==> config.mk <==
export PLATFORM = sky130hd
export DESIGN_NAME = ccr_regs
export DESIGN_NICKNAME = d
export VERILOG_FILES = /design/src/shared/ccr_pkg.sv /design/src/rtl/ccr_sync.sv /design/src/rtl/ccr_regs.sv
export SDC_FILE = /design/constraint.sdc
export NUM_CORES = 1
export LEC_CHECK = 0
export ABC_AREA = 1
export BUFFER_PORTS_ARGS = -buffer_cell sky130_fd_sc_hd__buf_2
export CAP_MARGIN = 20
export CORE_AREA = 2 2 101 103
export CTS_CLUSTER_SIZE = 10
export DETAILED_ROUTE_END_ITERATION = 8
export DIE_AREA = 0 0 103 105
export GPL_ROUTABILITY_DRIVEN = 0
export PLACE_DENSITY = 0.73
export SYNTH_ARGS = -nofsm -noshare
export SYNTH_HDL_FRONTEND = slang
export SYNTH_SLANG_ARGS = --single-unit
==> constraint.sdc <==
create_clock -name sys_clk_in -period 2.7 [get_ports sys_clk_in]
set_clock_uncertainty 0.1 [all_clocks]
set_input_delay 0.135 -clock sys_clk_in [delete_from_list [all_inputs] [get_ports sys_clk_in]]
set_output_delay 0.135 -clock sys_clk_in [all_outputs]
set_load 0.02 [all_outputs]
==> src/shared/ccr_pkg.sv <==
package ccr_pkg;
  // ------------------------------------------------------------
  // Register offsets on the peripheral port
  // ------------------------------------------------------------
  localparam logic [7:0] CCR_ADDR_CONFIG_A = 8'h18;
  localparam logic [7:0] CCR_ADDR_COMMAND = 8'h19;
  localparam logic [7:0] CCR_ADDR_OUT_LOW = 8'h1a;
  localparam logic [7:0] CCR_ADDR_OUT_HIGH = 8'h1b;
  localparam logic [7:0] CCR_ADDR_IN_LOW = 8'h1c;
  localparam logic [7:0] CCR_ADDR_IN_HIGH = 8'h1d;

  // ------------------------------------------------------------
  // Field positions
  // ------------------------------------------------------------
  localparam int CCR_BIT_POWER_ON = 7;
  localparam int CCR_BIT_SHORT = 6;
  localparam int CCR_BIT_SRC_HI = 5;
  localparam int CCR_BIT_SRC_LO = 4;
  localparam int CCR_BIT_DIRECTION = 3;
  localparam int CCR_BIT_SNAPSHOT = 7;
  localparam int CCR_BIT_CLR_OUT = 6;
  localparam int CCR_BIT_CLR_IN = 5;

  // ------------------------------------------------------------
  // Reset values
  // ------------------------------------------------------------
  localparam logic [1:0] CCR_SRC_RESET = 2'h0;
  localparam logic [15:0] CCR_COUNT_RESET = 16'h0000;
  localparam logic [7:0] CCR_BYTE_RESET = 8'h00;

  typedef enum logic [1:0] {
    CCR_SRC_CPU,
    CCR_SRC_ADC,
    CCR_SRC_TIMER_A,
    CCR_SRC_TIMER_B
  } ccr_src_e;

  // Register-port request from the CPU.
  typedef struct packed {
    logic wr;
    logic rd;
    logic [7:0] addr;
    logic [7:0] wdata;
  } ccr_req_s;

  // Asynchronous events from outside the CPU clock domain.
  typedef struct packed {
    logic inflow_tick;
    logic outflow_tick;
    logic direction;
    logic adc_busy;
    logic timer_a_ovf;
    logic timer_b_ovf;
  } ccr_evt_s;
endpackage

==> src/rtl/ccr_sync.sv <==
`timescale 1ns/10ps
`default_nettype none
module ccr_sync (
  input wire logic sys_clk_in,
  input wire logic rst_b_in,
  input wire logic clk_en_in,
  input wire ccr_pkg::ccr_evt_s async_in,
  output ccr_pkg::ccr_evt_s sync_out
);
  import ccr_pkg::*;

  ccr_evt_s stage1_r;
  ccr_evt_s stage2_r;

  // ------------------------------------------------------------
  // Two-flop synchroniser for every asynchronous event line
  // ------------------------------------------------------------
  always_ff @(posedge sys_clk_in or negedge rst_b_in) begin
    if (!rst_b_in) begin
      stage1_r <= '0;
      stage2_r <= '0;
    end else if (clk_en_in) begin
      stage1_r <= async_in;
      stage2_r <= stage1_r;
    end
  end

  assign sync_out = stage2_r;
endmodule
`default_nettype wire

==> src/rtl/ccr_regs.sv <==
`timescale 1ns/10ps
`default_nettype none
module ccr_regs (
  input wire logic sys_clk_in,
  input wire logic rst_b_in,
  input wire logic clk_en_in,
  input wire ccr_pkg::ccr_req_s req_in,
  input wire ccr_pkg::ccr_evt_s evt_in,
  output logic [7:0] rdata_out,
  output logic gauge_power_on_out,
  output logic sense_input_short_out,
  output logic inflow_overflow_out,
  output logic outflow_overflow_out,
  output logic direction_change_event_out
);
  import ccr_pkg::*;

  ccr_evt_s evt_s;
  ccr_evt_s evt_d_r;

  logic power_on_r;
  logic short_r;
  logic [1:0] src_r;
  logic [15:0] in_cnt_r;
  logic [15:0] in_cnt_nxt;
  logic [15:0] out_cnt_r;
  logic [15:0] out_cnt_nxt;
  logic [15:0] in_hold_r;
  logic [15:0] out_hold_r;
  logic [7:0] rdata_r;
  logic in_ovf_r;
  logic out_ovf_r;
  logic dir_evt_r;

  // ------------------------------------------------------------
  // Synchronisers
  // ------------------------------------------------------------
  ccr_sync u_sync (
    .sys_clk_in(sys_clk_in),
    .rst_b_in(rst_b_in),
    .clk_en_in(clk_en_in),
    .async_in(evt_in),
    .sync_out(evt_s)
  );

  always_ff @(posedge sys_clk_in or negedge rst_b_in) begin
    if (!rst_b_in) begin
      evt_d_r <= '0;
    end else if (clk_en_in) begin
      evt_d_r <= evt_s;
    end
  end

  // ------------------------------------------------------------
  // Decode
  // ------------------------------------------------------------
  wire wr_cfg = req_in.wr && (req_in.addr == CCR_ADDR_CONFIG_A);
  wire wr_cmd = req_in.wr && (req_in.addr == CCR_ADDR_COMMAND);
  wire cmd_ok = wr_cmd && (src_r == CCR_SRC_CPU);
  wire cmd_snap = cmd_ok && req_in.wdata[CCR_BIT_SNAPSHOT];
  wire cmd_clr_out = cmd_ok && req_in.wdata[CCR_BIT_CLR_OUT];
  wire cmd_clr_in = cmd_ok && req_in.wdata[CCR_BIT_CLR_IN];

  // Edges are taken only from the second synchroniser stage onward.
  wire in_tick = evt_s.inflow_tick && !evt_d_r.inflow_tick;
  wire out_tick = evt_s.outflow_tick && !evt_d_r.outflow_tick;
  wire adc_edge = evt_s.adc_busy ^ evt_d_r.adc_busy;
  wire ta_edge = evt_s.timer_a_ovf && !evt_d_r.timer_a_ovf;
  wire tb_edge = evt_s.timer_b_ovf && !evt_d_r.timer_b_ovf;
  wire dir_edge = evt_s.direction ^ evt_d_r.direction;

  wire hw_latch = (src_r == CCR_SRC_ADC && adc_edge) ||
                  (src_r == CCR_SRC_TIMER_A && ta_edge) ||
                  (src_r == CCR_SRC_TIMER_B && tb_edge);
  wire do_latch = cmd_snap || hw_latch;

  wire in_inc = power_on_r && in_tick;
  wire out_inc = power_on_r && out_tick;
  wire in_wrap = in_inc && (in_cnt_r == 16'hffff);
  wire out_wrap = out_inc && (out_cnt_r == 16'hffff);

  // ------------------------------------------------------------
  // Counter next values
  // ------------------------------------------------------------
  always_comb begin
    in_cnt_nxt = in_cnt_r;
    out_cnt_nxt = out_cnt_r;
    if (in_inc) begin
      in_cnt_nxt = in_cnt_r + 16'h0001;
    end
    if (out_inc) begin
      out_cnt_nxt = out_cnt_r + 16'h0001;
    end
    if (cmd_clr_in) begin
      in_cnt_nxt = CCR_COUNT_RESET;
    end
    if (cmd_clr_out) begin
      out_cnt_nxt = CCR_COUNT_RESET;
    end
  end

  wire [7:0] cfg_rd = {power_on_r, short_r, src_r, evt_s.direction, 3'h0};
  wire [7:0] rd_mux =
    (req_in.addr == CCR_ADDR_CONFIG_A) ? cfg_rd :
    (req_in.addr == CCR_ADDR_OUT_LOW) ? out_hold_r[7:0] :
    (req_in.addr == CCR_ADDR_OUT_HIGH) ? out_hold_r[15:8] :
    (req_in.addr == CCR_ADDR_IN_LOW) ? in_hold_r[7:0] :
    (req_in.addr == CCR_ADDR_IN_HIGH) ? in_hold_r[15:8] : CCR_BYTE_RESET;

  // ------------------------------------------------------------
  // Configuration
  // ------------------------------------------------------------
  always_ff @(posedge sys_clk_in or negedge rst_b_in) begin
    if (!rst_b_in) begin
      power_on_r <= 1'b0;
      short_r <= 1'b0;
      src_r <= CCR_SRC_RESET;
    end else if (clk_en_in && wr_cfg) begin
      power_on_r <= req_in.wdata[CCR_BIT_POWER_ON];
      short_r <= req_in.wdata[CCR_BIT_SHORT];
      src_r <= req_in.wdata[CCR_BIT_SRC_HI:CCR_BIT_SRC_LO];
    end
  end

  // ------------------------------------------------------------
  // Running counters
  // ------------------------------------------------------------
  always_ff @(posedge sys_clk_in or negedge rst_b_in) begin
    if (!rst_b_in) begin
      in_cnt_r <= CCR_COUNT_RESET;
      out_cnt_r <= CCR_COUNT_RESET;
    end else if (clk_en_in) begin
      in_cnt_r <= in_cnt_nxt;
      out_cnt_r <= out_cnt_nxt;
    end
  end

  // ------------------------------------------------------------
  // Holding registers
  // ------------------------------------------------------------
  // Capture takes the registered count, which never changes mid-cycle, so
  // an increment in the same cycle shows up only in the next snapshot.
  always_ff @(posedge sys_clk_in or negedge rst_b_in) begin
    if (!rst_b_in) begin
      in_hold_r <= CCR_COUNT_RESET;
      out_hold_r <= CCR_COUNT_RESET;
    end else if (clk_en_in && do_latch) begin
      in_hold_r <= in_cnt_r;
      out_hold_r <= out_cnt_r;
    end
  end

  // ------------------------------------------------------------
  // Read data and event pulses
  // ------------------------------------------------------------
  always_ff @(posedge sys_clk_in or negedge rst_b_in) begin
    if (!rst_b_in) begin
      rdata_r <= CCR_BYTE_RESET;
      in_ovf_r <= 1'b0;
      out_ovf_r <= 1'b0;
      dir_evt_r <= 1'b0;
    end else if (clk_en_in) begin
      rdata_r <= req_in.rd ? rd_mux : CCR_BYTE_RESET;
      in_ovf_r <= in_wrap;
      out_ovf_r <= out_wrap;
      dir_evt_r <= dir_edge;
    end
  end

  assign rdata_out = rdata_r;
  assign gauge_power_on_out = power_on_r;
  assign sense_input_short_out = short_r;
  assign inflow_overflow_out = in_ovf_r;
  assign outflow_overflow_out = out_ovf_r;
  assign direction_change_event_out = dir_evt_r;
endmodule
`default_nettype wire

==> flow_summary.ini <==
[global_routing]
grt_max_degree = 58
grt_use_total = 0.241
antenna_found_initial = 0
grt_pass1_vias = 4444
grt_pass1_wl_mm = 20.5
grt_overflow = 0

[routing]
wl_per_cell_um = 13.9
firstDrtPassIters = 5
via_per_inst = 5.34
drt-initial-drc-count = 327
vias = 4689
drtAntennaViolNets = 0
wl_mm = 12.2
drc = 0

[layout]
nFillCells = 862
layout.nets = 769
area_growth_pct = 10.3
drive_above_1_share = 0.110
diodes = 0

[synth]
synth_flop_cell = dfrtp_1
synth.distinct_cells = 28
synth_seq_cells = 97
syn_area_um2 = 5250
async_flop_share = 1.00
seq_area_frac_synth = 0.463
synth_cells = 702
synth_edf_count = 0
yosysWarnings = 0
synth_fp_nets = 731
avgSynthCellArea_um2 = 7.47

[worst_setup_path]
slowest_delay_ps = 570
cp-startpoint = src_r[0]
crit_chain = inv_1 > nand2_1 > inv_1 > nand4_1 > nand3_1 > nand2_1
critPathRequiredTime_ps = 2870
startpoint_type = flip-flop
r2r-start = src_r[0]
worstPathArrival_ps = 2120
end_kind = flip-flop
critPathKind = flip-flop to flip-flop
crit_family = simple AND/OR/NAND/NOR gates
critPathMaxFanout = 13
cpMaxStageDelayCell = nand4_1
cp_num_buf_inv = 2

[power_and_ir_drop]
pwr-share-seq = 0.562
clkPwrFrac = 0.360
p_leak_nw = 3.10
switching_power_uw = 735
cellInternalPower_mw = 2.01
swShare = 0.268
power_mw = 2.74
ir_drop_uv = 231
power_frac_comb = 0.078
powerDensity_nw_per_um2 = 474

[worst_hold_path]
hold_class = primary input to flip-flop
hold_start = clk_en_in

[die]
die_h_um = 105
start_util = 0.544
dieArea_um2 = 10800
die_w_um = 103
rows = 36
core_um2 = 9640
boundaryPins = 40

[cts]
cts_resized = 0
cts_tree = done
clock-sinks = 97
postCtsSetupBuffers = 0
cts_buffers = 9
insertion_delay_ps = 380
cts_max_level = 3
clock-root-buffer = clkbuf_8
clk_pin_slew_ps = 100
clk_path_buf_depth = 2

[timing]
hold_viol = 0
finalSetupViolations = 0
finalCritPeriodShare = 0.723
slew_violations = 0
rsz0062_at_grt = false
fmax_mhz = 512
worst_pin_slew_ps = 709
fin_ws_ps = 747
slew_headroom = 0.526
fin_setup_tns_ps = 0
fin_crit_ps = 1950

[flow_run]
max_cap_viol_count = 0

[placement]
place_ws_ps = 746
portBuffers = 35
dpl.hpwl_mm = 8.59

[status]
status = finished, final reports clean
layer usage:
layer  GRT usage  up-vias  share of wire
met1       0.324     2217           0.45
met2       0.378      144           0.47
met3      0.0435       21          0.056
met5           0        -              0
li1            -     2307              -
met4       0.105        0          0.024
final cells by class:
type | count | area [µm²] | share of cell area
Clock inverter | 7 | 80.1 | 0.0138
Timing Repair Buffer | 51 | 338 | 0.0584
Sequential cell | 97 | 2430 | 0.419
Tap cell | 133 | 166 | 0.0288
Inverter | 70 | 265 | 0.0458
Clock buffer | 9 | 124 | 0.0214
Multi-Input combinational cell | 511 | 2390 | 0.412
layout by cell type (no fill, tap or decap), types with 4 or more instances in the layout:
cell type        n
buf_2           34
buf_4            5
nor2_1          54
o21ai_0         30
xor2_1          11
nand2_4          4
nand3_1        114
nand4_1         18
clkbuf_8         9
dlygate4sd3_1   11
inv_1           66
nand2_2          4
dfrtp_1         97
nand2_1        249
nor2_2           5
Yosys cell counts (2+ instances only):
library cell | instances | area [µm²]
buf_6 | 8 | 90.1
nand2_2 | 4 | 25.0
nand2_1 | 249 | 935
dfrtp_1 | 97 | 2430
nand4_1 | 18 | 113
xor2_1 | 11 | 96.3
nand2_4 | 4 | 45.0
nor3_1 | 3 | 15.0
buf_2 | 7 | 35.0
nand4_4 | 2 | 42.5
nand3_1 | 114 | 571
o21ai_0 | 30 | 150
nand3_2 | 3 | 30.0
ha_1 | 2 | 25.0
buf_4 | 3 | 22.5
clkbuf_1 | 6 | 22.5
o21ai_1 | 3 | 15.0
xnor2_1 | 3 | 26.3
inv_2 | 3 | 11.3
inv_1 | 66 | 248
nor2_4 | 2 | 22.5
nor2_2 | 4 | 25.0
nor2_1 | 55 | 206
per-stage QoR:
step,cell area [µm²],utilization,hold WS [ps],std cells
detailed placement,5470,0.568,48.4,851
global placement,5470,0.568,46.4,851
floorplan,5250,-,-261,702
CTS,5790,0.600,50.4,878
global route,5790,0.600,92.8,878
finish,5790,0.600,57.9,878
worst min-delay path: cells and delay by family:
family,cells,cell delay [ps]
AO/OA/AOI/OAI,1,70
buffers and inverters,1,200
AND/OR/NAND/NOR,1,80
power groups by stage:
stage,combinational (mW),sequential [mW],clock (mW)
CTS,0.216,1.54,0.997
global placement,0.196,1.57,0
finish,0.214,1.54,0.988
detailed placement,0.203,1.57,0
global route,0.244,1.55,1.06
floorplan,0.116,1.56,0
repair_timing:
item / CTS / global route
hold buffers: 11 / 0
hold endpoints to repair: 50 / 0
setup endpoints to repair: 0 / 0
state kept, by name (all words and copies together), names as in the netlist:
name / flops
gauge_power_on_out: 1
u_sync.stage1_r: 6
out_hold_r: 16
src_r: 2
out_cnt_r: 16
rdata_out: 8
sense_input_short_out: 1
in_cnt_r: 16
outflow_overflow_out: 1
u_sync.sync_out: 6
inflow_overflow_out: 1
direction_change_event_out: 1
evt_d_r: 6
in_hold_r: 16
cell families after synthesis:
group                      after synthesis  synth area share
buffers and inverters                   94            0.0830
DFF                                     97             0.463
adders and majority gates                2           0.00477
AOI/OAI and AO/OA                       35            0.0339
and+or+nand+nor                        460             0.392
xor gates and xnor gates                14            0.0234
worst paths after layout:
check / slack [ps] / cells after the start / to
max in group asynchronous: 1650 / 3 / in_cnt_r[14]
setup reg to reg: 750 / 6 / in_cnt_r[0]
min in group asynchronous: 170 / 2 / evt_d_r[4]
hold / removal: 60 / 3 / evt_d_r[2]
setup / recovery: 750 / 6 / in_cnt_r[0]
hold reg to reg: 380 / 2 / in_hold_r[8]
(Power assumes the default switching activity.)
